**src/slrx_pkg.sv**
```systemverilog
package slrx_pkg;
   localparam int          ADDR_W                = 10;
   localparam logic [9:0]  OFF_TERM2_CTRL        = 10'h2AE;
   localparam logic [9:0]  OFF_GENERAL_CTRL      = 10'h300;
   localparam logic [9:0]  OFF_SUBCLASS_CTRL     = 10'h301;
   localparam logic [9:0]  OFF_LINK0_LATENCY     = 10'h302;
   localparam logic [9:0]  OFF_LINK1_LATENCY     = 10'h303;
   localparam logic [9:0]  OFF_LINK0_MF_DELAY    = 10'h304;
   localparam logic [9:0]  OFF_LINK1_MF_DELAY    = 10'h305;
   localparam logic [9:0]  OFF_LINK0_READOUT     = 10'h306;
   localparam logic [9:0]  OFF_LINK1_READOUT     = 10'h307;
   localparam int          BIT_CHECKSUM_METHOD   = 6;
   localparam int          BIT_TWO_LINK_SELECT   = 3;
   localparam int          BIT_PAGE_SELECT       = 2;
   localparam int          BIT_TERM2_CAL         = 0;
   localparam logic [1:0]  RST_ENABLES           = 2'h0;
   localparam logic [5:0]  RST_GENERAL_RW        = 6'h00;
   localparam logic [2:0]  RST_LOCAL_SUBCLASS    = 3'h1;
   localparam logic [4:0]  RST_MF_DELAY          = 5'h00;
   localparam logic [4:0]  RST_READOUT_POINT     = 5'h06;
   localparam logic [4:0]  READOUT_MAX_ADVISED   = 5'h0A;
   localparam logic [7:0]  UNMAPPED_READ         = 8'h00;
endpackage

```
**src/slrx_edge_pulse.sv**
```systemverilog
`timescale 1ns/1ps
// one-cycle pulse on a 0-to-1 transition of a level written by software
module slrx_edge_pulse (
   input  wire logic ref_clk_i,
   input  wire logic rst_n_i,
   input  wire logic level_i,
   output logic      pulse_o
);
   logic last;

   always_ff @(posedge ref_clk_i or negedge rst_n_i) begin
      if (!rst_n_i) begin
         last <= 1'b0;
      end else begin
         last <= level_i;
      end
   end

   // a level held high never retriggers
   assign pulse_o = level_i & ~last;
endmodule // slrx_edge_pulse

```
**src/slrx_regs.sv**
```systemverilog
`timescale 1ns/1ps
module slrx_regs (
   input  wire logic       ref_clk_i,
   input  wire logic       rst_n_i,
   // register port from the serial programming logic, same clock
   input  wire logic       reg_wr_i,
   input  wire logic       reg_rd_i,
   input  wire logic [9:0] reg_addr_i,
   input  wire logic [7:0] reg_wdata_i,
   output logic [7:0]      reg_rdata_o,
   // measured latencies from the deframers, same clock
   input  wire logic [4:0] link0_measured_latency_i,
   input  wire logic [4:0] link1_measured_latency_i,
   // controls to the receive digital
   output logic            term2_cal_start_o,
   output logic            checksum_method_o,
   output logic            two_link_select_o,
   output logic            page_select_o,
   output logic            link_page_zero_o,
   output logic            link_page_one_o,
   output logic [1:0]      link_bringup_enables_o,
   output logic            link0_run_o,
   output logic            link1_run_o,
   output logic [2:0]      local_subclass_o,
   output logic            subclass1_mode_o,
   output logic [4:0]      link0_global_mf_delay_o,
   output logic [4:0]      link1_global_mf_delay_o,
   output logic [4:0]      link0_readout_point_o,
   output logic [4:0]      link1_readout_point_o,
   output logic            readout_point_advisory_o
);
   // ------------------------------------------------------------
   // storage
   // ------------------------------------------------------------
   logic       term2_cal_trigger;
   logic       checksum_method;
   logic [1:0] general_spare;
   logic       two_link_select;
   logic       page_select;
   logic [1:0] link_bringup_enables;
   logic [2:0] local_subclass;
   logic [4:0] link0_global_mf_delay;
   logic [4:0] link1_global_mf_delay;
   logic [4:0] link0_readout_point;
   logic [4:0] link1_readout_point;
   logic [7:0] rdata;

   // ------------------------------------------------------------
   // decode
   // ------------------------------------------------------------
   wire sel_term2    = reg_addr_i == slrx_pkg::OFF_TERM2_CTRL;
   wire sel_general  = reg_addr_i == slrx_pkg::OFF_GENERAL_CTRL;
   wire sel_subclass = reg_addr_i == slrx_pkg::OFF_SUBCLASS_CTRL;
   wire sel_lat0     = reg_addr_i == slrx_pkg::OFF_LINK0_LATENCY;
   wire sel_lat1     = reg_addr_i == slrx_pkg::OFF_LINK1_LATENCY;
   wire sel_del0     = reg_addr_i == slrx_pkg::OFF_LINK0_MF_DELAY;
   wire sel_del1     = reg_addr_i == slrx_pkg::OFF_LINK1_MF_DELAY;
   wire sel_var0     = reg_addr_i == slrx_pkg::OFF_LINK0_READOUT;
   wire sel_var1     = reg_addr_i == slrx_pkg::OFF_LINK1_READOUT;

   wire wr_term2    = reg_wr_i & sel_term2;
   wire wr_general  = reg_wr_i & sel_general;
   wire wr_subclass = reg_wr_i & sel_subclass;
   wire wr_del0     = reg_wr_i & sel_del0;
   wire wr_del1     = reg_wr_i & sel_del1;
   wire wr_var0     = reg_wr_i & sel_var0;
   wire wr_var1     = reg_wr_i & sel_var1;

   // ------------------------------------------------------------
   // writable fields
   // ------------------------------------------------------------
   always_ff @(posedge ref_clk_i or negedge rst_n_i) begin
      if (!rst_n_i) begin
         term2_cal_trigger    <= 1'b0;
         checksum_method      <= slrx_pkg::RST_GENERAL_RW[5];
         general_spare        <= slrx_pkg::RST_GENERAL_RW[4:3];
         two_link_select      <= slrx_pkg::RST_GENERAL_RW[2];
         page_select          <= slrx_pkg::RST_GENERAL_RW[1];
         link_bringup_enables <= slrx_pkg::RST_ENABLES;
      end else begin
         if (wr_term2) begin
            term2_cal_trigger <= reg_wdata_i[slrx_pkg::BIT_TERM2_CAL];
         end
         if (wr_general) begin
            checksum_method      <= reg_wdata_i[slrx_pkg::BIT_CHECKSUM_METHOD];
            general_spare        <= reg_wdata_i[5:4];
            two_link_select      <= reg_wdata_i[slrx_pkg::BIT_TWO_LINK_SELECT];
            page_select          <= reg_wdata_i[slrx_pkg::BIT_PAGE_SELECT];
            link_bringup_enables <= reg_wdata_i[1:0];  // both bits land in one write
         end
      end
   end

   always_ff @(posedge ref_clk_i or negedge rst_n_i) begin
      if (!rst_n_i) begin
         local_subclass        <= slrx_pkg::RST_LOCAL_SUBCLASS;
         link0_global_mf_delay <= slrx_pkg::RST_MF_DELAY;
         link1_global_mf_delay <= slrx_pkg::RST_MF_DELAY;
         link0_readout_point   <= slrx_pkg::RST_READOUT_POINT;
         link1_readout_point   <= slrx_pkg::RST_READOUT_POINT;
      end else begin
         if (wr_subclass) begin
            local_subclass <= reg_wdata_i[2:0];
         end
         if (wr_del0) begin
            link0_global_mf_delay <= reg_wdata_i[4:0];
         end
         if (wr_del1) begin
            link1_global_mf_delay <= reg_wdata_i[4:0];
         end
         if (wr_var0) begin
            link0_readout_point <= reg_wdata_i[4:0];
         end
         if (wr_var1) begin
            link1_readout_point <= reg_wdata_i[4:0];
         end
      end
   end

   // ------------------------------------------------------------
   // calibration start
   // ------------------------------------------------------------
   slrx_edge_pulse u_term2_edge (
      .ref_clk_i (ref_clk_i),
      .rst_n_i   (rst_n_i),
      .level_i   (term2_cal_trigger),
      .pulse_o   (term2_cal_start_o)
   );

   // ------------------------------------------------------------
   // read path
   // ------------------------------------------------------------
   // latency registers have no write path, so writes to them are dropped
   wire [7:0] rd_term2    = {7'h00, term2_cal_trigger};
   wire [7:0] rd_general  = {1'b0, checksum_method, general_spare, two_link_select,
                             page_select, link_bringup_enables};
   wire [7:0] rd_subclass = {5'h00, local_subclass};
   wire [7:0] rd_lat0     = {3'h0, link0_measured_latency_i};
   wire [7:0] rd_lat1     = {3'h0, link1_measured_latency_i};
   wire [7:0] rd_del0     = {3'h0, link0_global_mf_delay};
   wire [7:0] rd_del1     = {3'h0, link1_global_mf_delay};
   wire [7:0] rd_var0     = {3'h0, link0_readout_point};
   wire [7:0] rd_var1     = {3'h0, link1_readout_point};

   wire [7:0] next_rdata = sel_term2    ? rd_term2    :
                           sel_general  ? rd_general  :
                           sel_subclass ? rd_subclass :
                           sel_lat0     ? rd_lat0     :
                           sel_lat1     ? rd_lat1     :
                           sel_del0     ? rd_del0     :
                           sel_del1     ? rd_del1     :
                           sel_var0     ? rd_var0     :
                           sel_var1     ? rd_var1     : slrx_pkg::UNMAPPED_READ;

   // read data is held until the next read
   always_ff @(posedge ref_clk_i or negedge rst_n_i) begin
      if (!rst_n_i) begin
         rdata <= slrx_pkg::UNMAPPED_READ;
      end else if (reg_rd_i) begin
         rdata <= next_rdata;
      end
   end

   // ------------------------------------------------------------
   // controls
   // ------------------------------------------------------------
   assign reg_rdata_o             = rdata;
   assign checksum_method_o       = checksum_method;
   assign two_link_select_o       = two_link_select;
   assign page_select_o           = page_select;
   assign link_page_zero_o        = ~page_select;
   assign link_page_one_o         = page_select;
   assign link_bringup_enables_o  = link_bringup_enables;
   assign link0_run_o             = link_bringup_enables[0];
   // link 1 run is gated by the mode, so a stray enable in single mode stays off link1_run_o but still shows on link_bringup_enables_o
   assign link1_run_o             = link_bringup_enables[1] & two_link_select;
   assign local_subclass_o        = local_subclass;
   assign subclass1_mode_o        = local_subclass == 3'h1;
   assign link0_global_mf_delay_o = link0_global_mf_delay;
   assign link1_global_mf_delay_o = link1_global_mf_delay;
   assign link0_readout_point_o   = link0_readout_point;
   assign link1_readout_point_o   = link1_readout_point;
   // flags values above the advised limit; software is expected to avoid them
   assign readout_point_advisory_o = (link0_readout_point > slrx_pkg::READOUT_MAX_ADVISED) |
                                     (link1_readout_point > slrx_pkg::READOUT_MAX_ADVISED);
endmodule // slrx_regs

```
**config.mk**
```make
export PLATFORM = sky130hd
export DESIGN_NAME = slrx_regs
export DESIGN_NICKNAME = d
export VERILOG_FILES = /design/src/slrx_pkg.sv /design/src/slrx_edge_pulse.sv /design/src/slrx_regs.sv
export SDC_FILE = /design/constraint.sdc
export NUM_CORES = 1
export LEC_CHECK = 0
export BUFFER_PORTS_ARGS = -buffer_cell sky130_fd_sc_hd__buf_2
export CORE_MARGIN = 4
export CORE_UTILIZATION = 50
export CTS_BUF_LIST = sky130_fd_sc_hd__clkbuf_8
export DETAILED_ROUTE_END_ITERATION = 8
export GPL_TIMING_DRIVEN = 0
export HOLD_SLACK_MARGIN = 0.15
export MAX_ROUTING_LAYER = met4
export PLACE_DENSITY = 0.78
export REMOVE_ABC_BUFFERS = 1
export SYNTH_ARGS = -nofsm -noshare
export SYNTH_HDL_FRONTEND = slang
export SYNTH_HIERARCHICAL = 1
export SYNTH_SLANG_ARGS = --single-unit
```
**constraint.sdc**
```tcl
create_clock -name ref_clk_i -period 4.4 [get_ports ref_clk_i]
set_input_delay 0.88 -clock ref_clk_i [delete_from_list [all_inputs] [get_ports ref_clk_i]]
set_output_delay 0.88 -clock ref_clk_i [all_outputs]
set_load 0.1 [all_outputs]
```
==> run metrics, run 1 <==
status finished, final reports clean; asr flop ratio synth between 90% and 100%; antenna violations before repair 0; CP required around 4600 ps; Starting DRT DRC Count slightly above 100; H-tree levels 2; crit end category flop; Post-Place Cells 277; P_sw about 0.00021 W; clock period minus worst slack 2570 ps; Multi-input gate area between 900 and 1000 sq um; worst setup margin 1830 ps; layout cells sized above 1 between 50 and 60%; Post-CTS Setup Bufs 0; pwr/cell area between 300 and 400 nW/um^2; HP Start reg_rdata_o[1]$_DFFE_PN0P_; routed wire length between 4000 and 5000 um; CTS resizes 0; diode count 0; synthesized area 2030 sq um; setup violators final 0; Num CTS Buffers 5; CP cell instances buf_2, nor4_1, nand4_1, nor2_1, mux2_2; P_leak 1.33 nW; Final #Nets roughly 270; CP Class input pin to flop; detailed placement HPWL approximately 3500 um; P_int ~0.00058 W; Sw Share between 20% and 30%; most common cell after layout, fill and taps aside buf_2; Synth Flop Type dfrtp_1; Reg-to-Reg Start link0_readout_point_o[4]$_DFFE_PN0P_; Post-Place Worst Slack roughly 1600 ps; Crit-path slowest cell nor4_1; Initial Util 53.6%; Sum Neg Setup Slack 0 ps; worst r2r path cells 4; Final Cycle Share between 50% and 60%; Seq cells post-synth 39; Register Area between 900 and 1000 sq um; wire per inst 16.9 um; layout overhead on the synthesized area 24.0%; sequential fraction of the synthesis area 48.3%; combinational group share of total power between 10 and 15%; vias in the first global route between 1500 and 2000; max incr delay on CP between 500 and 600 ps; crit path from reg_addr_i[7]; Congestion Overflow GR 0; Avg Vias per Cell between 5 and 6; RSZ-0062 raised after global routing false; most frequent cells in the layout buf_2 (72), mux2_2 (34), dfrtp_1 (34); synth warn 6; die area roughly 5200 sq um; Clock power frac between 30% and 40%; Final Max Tran Viols 0; slew margin rel. a little over two fifths; Worst-Margin Slew between 800 and 900 ps; first-pass GRT wire length 8110 um; Clk pin slew, worst setup/hold paths about 70 ps; IO Count 75; Worst setup SP type input pin; pin count of the biggest net entering global routing 40; Site Rows 22; clock root cell clkbuf_8; worst endpoint data arrival time about 2700 ps; Clock Skew between 9 and 10 ps; r2r setup slk 2880 ps; fin util 66.4%; Clk Latency, worst-skew pair 300 ps; input/output buffers a little over 70; hold-fix buffer count after cts 0; die height 71.8 um; CP endpoint link0_readout_point_o[0]$_DFFE_PN0P_; max-cap viol count 0; hold path cells 1; worst hold path type flop to flop; clk buf depth 2; # fillers between 300 and 400; RR Endpoint reg_rdata_o[4]$_DFFE_PN0P_; Fmax 390 MHz; Netlist cell types 48; maximum VDD drop approximately 0.23 mV; All-Layer GR Usage ~21%; width of the die about 72 um; final hold vios 0; Cells after Synth 166; gpl congestion 0.811; total iterations of the first detailed-routing run 4; antenna-violating nets left 0; Finished Layout Cells ~290; Max FO, Critical Path 5; DRC 0; Core Box Area around 3800 sq um; clock sink count 39; Seq pwr share a little under half; number of flops mapped to enable cells by yosys 0; TritonCTS clock tree done; via count between 1500 and 2000; syn_area_per_cell ~12 sq um
## logic make-up (layout without fill, tap and decap cells)
kind of cell	Yosys count	after routing	share of synthesized area, %
compound gates	24	24	8.98
flops	39	39	48.3
buf+inv	18	89	4.06
other cells	1	1	0.184
simple gates	43	43	13.8
mux	41	41	24.7
## routing by layer
metal  routed length [um]  track usage [%]  part of all wire (%)  up-vias
li1                     -                -                     -      758
met2                 2300             31.8                    48       77
met3                  366             4.91                   7.6        8
met5                    0                -                     0        -
met1                 2100             27.5                    43      822
met4                   64             5.64                   1.3        0
## final cells by class
| type | instances | share of cell area [%] |
|---|---|---|
| clock buffer | 6 | 3.27 |
| clock inverter | 2 | 1.39 |
| inverter | 9 | 1.34 |
| multi-input combinational | 109 | 38.4 |
| sequential | 39 | 38.9 |
| tap | 48 | 2.38 |
| timing repair buffer | 72 | 14.3 |
## critical path, delay by kind of cell
kind,cells,cell delay [ps]
simple gates,3,1350
mux,1,390
buf+inv,1,110
## cell usage after synthesis, types with 3 or more instances
library cell | count | area (sq um)
a21oi_1 | 4 | 20.0
buf_2 | 3 | 15.0
buf_4 | 3 | 22.5
dfrtp_1 | 34 | 851
dfstp_2 | 5 | 131
inv_1 | 9 | 33.8
mux2_2 | 34 | 383
mux2i_1 | 3 | 30.0
mux4_2 | 4 | 90.1
nand2_1 | 5 | 18.8
nand2b_1 | 3 | 18.8
nor2_1 | 9 | 33.8
nor2b_1 | 4 | 25.0
## sequential cells by signal, indices dropped and copies added (netlist names)
| signal | cells |
|---|---|
| link0_global_mf_delay_o | 5 |
| local_subclass_o | 3 |
| link_bringup_enables_o | 2 |
| link1_global_mf_delay_o | 5 |
| link_page_one_o | 1 |
| u_term2_edge/last | 1 |
| general_spare | 2 |
| reg_rdata_o | 7 |
| term2_cal_trigger | 1 |
| two_link_select_o | 1 |
| link0_readout_point_o | 5 |
| checksum_method_o | 1 |
| link1_readout_point_o | 5 |
## through the flow
step / power (W) / cell area, sq um / hold WS (ps)
4_1_cts: 0.000794 / 2520 / 493
6_report: 0.000787 / 2520 / 487
3_5_place_dp: 0.000489 / 2410 / 439
3_3_place_gp: 0.000488 / 2410 / 432
5_1_grt: 0.000817 / 2520 / 511
2_1_floorplan: 0.000444 / 1990 / 401
## worst min path at each step
stage	end	slack, ps
detailed placement	u_term2_edge/last$_DFF_PN0_	440
global route	u_term2_edge/last$_DFF_PN0_	510
finish	reg_rdata_o[1]$_DFFE_PN0P_	490
CTS	u_term2_edge/last$_DFF_PN0_	490
global placement	u_term2_edge/last$_DFF_PN0_	430
floorplan	u_term2_edge/last$_DFF_PN0_	400
## power by group through the flow
| stage | combinational (W) | sequential, W | clock, W |
|---|---|---|---|
| floorplan | 0.0000341 | 0.000410 | 0 |
| global placement | 0.000113 | 0.000375 | 0 |
| detailed placement | 0.000114 | 0.000375 | 0 |
| CTS | 0.000114 | 0.000368 | 0.000311 |
| global route | 0.000121 | 0.000369 | 0.000327 |
| finish | 0.000113 | 0.000368 | 0.000305 |
Power figures use the tool's default switching activity.
==> inputs of run 2 (changes only) <==
--- a/config.mk
+++ b/config.mk
@@ -5,6 +5,7 @@
 export SDC_FILE = /design/constraint.sdc
 export NUM_CORES = 1
 export LEC_CHECK = 0
+export ABC_AREA = 1
 export BUFFER_PORTS_ARGS = -buffer_cell sky130_fd_sc_hd__buf_2
 export CORE_MARGIN = 4
 export CORE_UTILIZATION = 50
@@ -13,7 +14,7 @@
 export GPL_TIMING_DRIVEN = 0
 export HOLD_SLACK_MARGIN = 0.15
 export MAX_ROUTING_LAYER = met4
-export PLACE_DENSITY = 0.78
+export PLACE_DENSITY = 0.77
 export REMOVE_ABC_BUFFERS = 1
 export SYNTH_ARGS = -nofsm -noshare
 export SYNTH_HDL_FRONTEND = slang
==> constraint.sdc (replaced) <==
create_clock -name ref_clk_i -period 2.55 [get_ports ref_clk_i]
set_input_delay 0.51 -clock ref_clk_i [delete_from_list [all_inputs] [get_ports ref_clk_i]]
set_output_delay 0.51 -clock ref_clk_i [all_outputs]
set_load 0.1 [all_outputs]
==> run 2 against run 1 <==
  * Core utilization down 1.7 points
  * Non-clock buffer count stayed put
  * Global-route usage up 0.56 points
  * Critical path type is now flop to output port
  * Sequential cell count unchanged
==> run metrics, run 2 <==
Worst setup SP type flop; pwr/cell area 521 nW/um^2 (+67%); width of the die 72.8 um (+1.4%); clock root cell clkbuf_8; routed wire length 5420 um (+12%); Num CTS Buffers 5 (unchanged); CP top delay family flip-flops; P_leak 1.40 nW (+5.3%); via count 1984 (+19%); antenna violations before repair 0 (unchanged); wire per inst 14.1 um (-17%); status finished, final reports clean; most common cell after layout, fill and taps aside nand2_1; worst endpoint data arrival time 1580 ps (-1160 ps); clock period minus worst slack roughly 2100 ps; gpl congestion 0.882 (+8.7%); IO Count 75 (unchanged); setup violators final 0 (unchanged); clock sink count 39 (unchanged); CP Class flop to output port; Core Box Area 4030 sq um (+6.1%); cell with the most instances after synthesis nand2_1; vias in the first global route 1777 (+7.3%); Post-CTS Setup Bufs 0 (unchanged); max incr delay on CP 560 ps (about the same); Final Max Tran Viols 0 (unchanged); Clk Latency, worst-skew pair 300 ps (about the same); Power, Total 0.00136 W (+73%); worst r2r path cells 8 (+4); CP cell instances nand2_1, inv_1, o21ai_0, o211ai_1, buf_2; layout overhead on the synthesized area 24.3%; CP bufs+invs 2 (+1); Sum Neg Setup Slack 0 ps (unchanged); Largest register FFs 7 (unchanged); Starting DRT DRC Count 112 (+9.8%); most frequent cells in the layout nand2_1 (73), buf_2 (72), dfrtp_1 (34); Site Rows 23 (+4.5%); maximum VDD drop 0.288 mV (+23%); Initial Util 52.1% (-1.5 points); Cells after Synth 260 (+57%); Final #Nets 366 (+37%); Synth area leader dfrtp_1; All-Layer GR Usage 21.3% (+0.56 points); Clk pin slew, worst setup/hold paths 80 ps (about the same); TritonCTS clock tree done; Netlist cell types 34 (-29%); Worst-Margin Slew 846 ps (+1.66 ps); Finished Layout Cells 385 (+35%); detailed placement HPWL 4150 um (+17%); clk buf depth 2 (unchanged); max-cap viol count 0 (unchanged); largest cells by area after synthesis dfrtp_1 (41%), nand2_1 (13%), dfstp_2 (6.3%), nand3_1 (5.0%), o21ai_0 (4.5%); worst hold path type input pin to async pin; number of flops mapped to enable cells by yosys 0 (unchanged); syn_area_per_cell 8.07 sq um (-34%); Max FO, Critical Path 4 (-1); diode count 0 (unchanged); Synth top area share 40.5% (-1.3 points); CP required 2040 ps (-2540 ps); Avg Vias per Cell 5.15 (-12%); Crit-path slowest cell dfstp_2; Clock Skew 6.00 ps (-3.70 ps); hold-fix buffer count after cts 0 (unchanged); layout cells sized above 1 32.2% (-23 points); sequential fraction of the synthesis area 46.8% (-1.5 points); Crit path depth 5 (unchanged); die area 5300 sq um (+2.8%); RSZ-0062 raised after global routing false; crit end category output port; CTS resizes 0 (unchanged); Synth Flop Type dfrtp_1; final hold vios 0 (unchanged); input/output buffers 72 (unchanged); H-tree levels 2 (unchanged); first-pass GRT wire length 8360 um (+3.0%); total iterations of the first detailed-routing run 5 (+1); asr flop ratio synth 100% (unchanged); synth warn 6 (unchanged); pin count of the biggest net entering global routing 40 (unchanged); Seq cells post-synth 39 (unchanged); worst hold margin 313 ps (-174 ps); antenna-violating nets left 0 (unchanged); synthesized area 2100 sq um (+3.1%); Post-Place Cells 377 (+36%); Congestion Overflow GR 0 (unchanged); Final Cycle Share 82.0%; die height 72.8 um (+1.4%); slew margin rel. 43.6% (-0.11 points); DRC 0 (unchanged); list of most frequent post-synthesis cells nand2_1 (73), dfrtp_1 (34), inv_1 (25), nand3_1 (21), o21ai_0 (19); Fmax between 400 and 500 MHz
## run 2: changes by cell type in the layout (fill, tap and decap cells not counted), sizes merged, moves of 5 or more
cell,previous run,this run
nor2,9,22
mux2,34,2
o21ai,2,31
nand3,2,23
inv,9,25
nor2b,5,0
nand2,5,78
## run 2: logic make-up after synthesis
kind of cell | after synthesis | share of synthesized area, %
AOI/OAI and AO/OA | 42 | 11.8
muxes | 2 | 1.07
buffers and inverters | 31 | 6.14
DFF | 39 | 46.8
other | 1 | 0.179
and+or+nand+nor | 145 | 34.0
## run 2: worst paths after layout
path	from	endpoint	slack (ps)
hold reg to reg	term2_cal_trigger$_DFFE_PN0P_	u_term2_edge/last$_DFF_PN0_	450
setup / recovery	link1_readout_point_o[1]$_DFFE_PN1P_	readout_point_advisory_o	460
min in group ref_clk_i	reg_wdata_i[5]	general_spare[1]$_DFFE_PN0P_	430
max in group asynchronous	rst_n_i	link0_readout_point_o[3]$_DFFE_PN0P_	1700
hold / removal	rst_n_i	reg_rdata_o[1]$_DFFE_PN0P_	310
setup reg to reg	link0_readout_point_o[0]$_DFFE_PN0P_	reg_rdata_o[0]$_DFFE_PN0P_	1430
## run 2: through the flow
step	setup WS, ps	cell area (sq um)	util (%)
after floorplan	-963	2070	-
after global placement	387	2490	61.8
after detailed placement	300	2490	61.8
after CTS	453	2610	64.7
after global routing	407	2610	64.7
final	459	2610	64.7
## run 2: cell type report
cell class / instances / area, sq um
Clock buffer: 6 / 82.6
Clock inverter: 2 / 35.0
Fill cell: 365 / 1420
Inverter: 26 / 97.6
Multi-Input combinational cell: 190 / 987
Sequential cell: 39 / 982
Tap cell: 50 / 62.6
Timing Repair Buffer: 72 / 360
## run 2: where the power goes
part	total (W)	switching, W	internal (W)
combinational	0.000184	0.000148	0.0000360
clock	0.000539	0.000223	0.000317
sequential	0.000636	0.00000792	0.000628
total	0.00136	0.000379	0.000981
## run 2: per-layer routing
layer,global-route usage (%),routed length [um]
met1,27.8,2370
met2,33.7,2650
met3,3.03,301
met4,7.99,102
met5,-,0
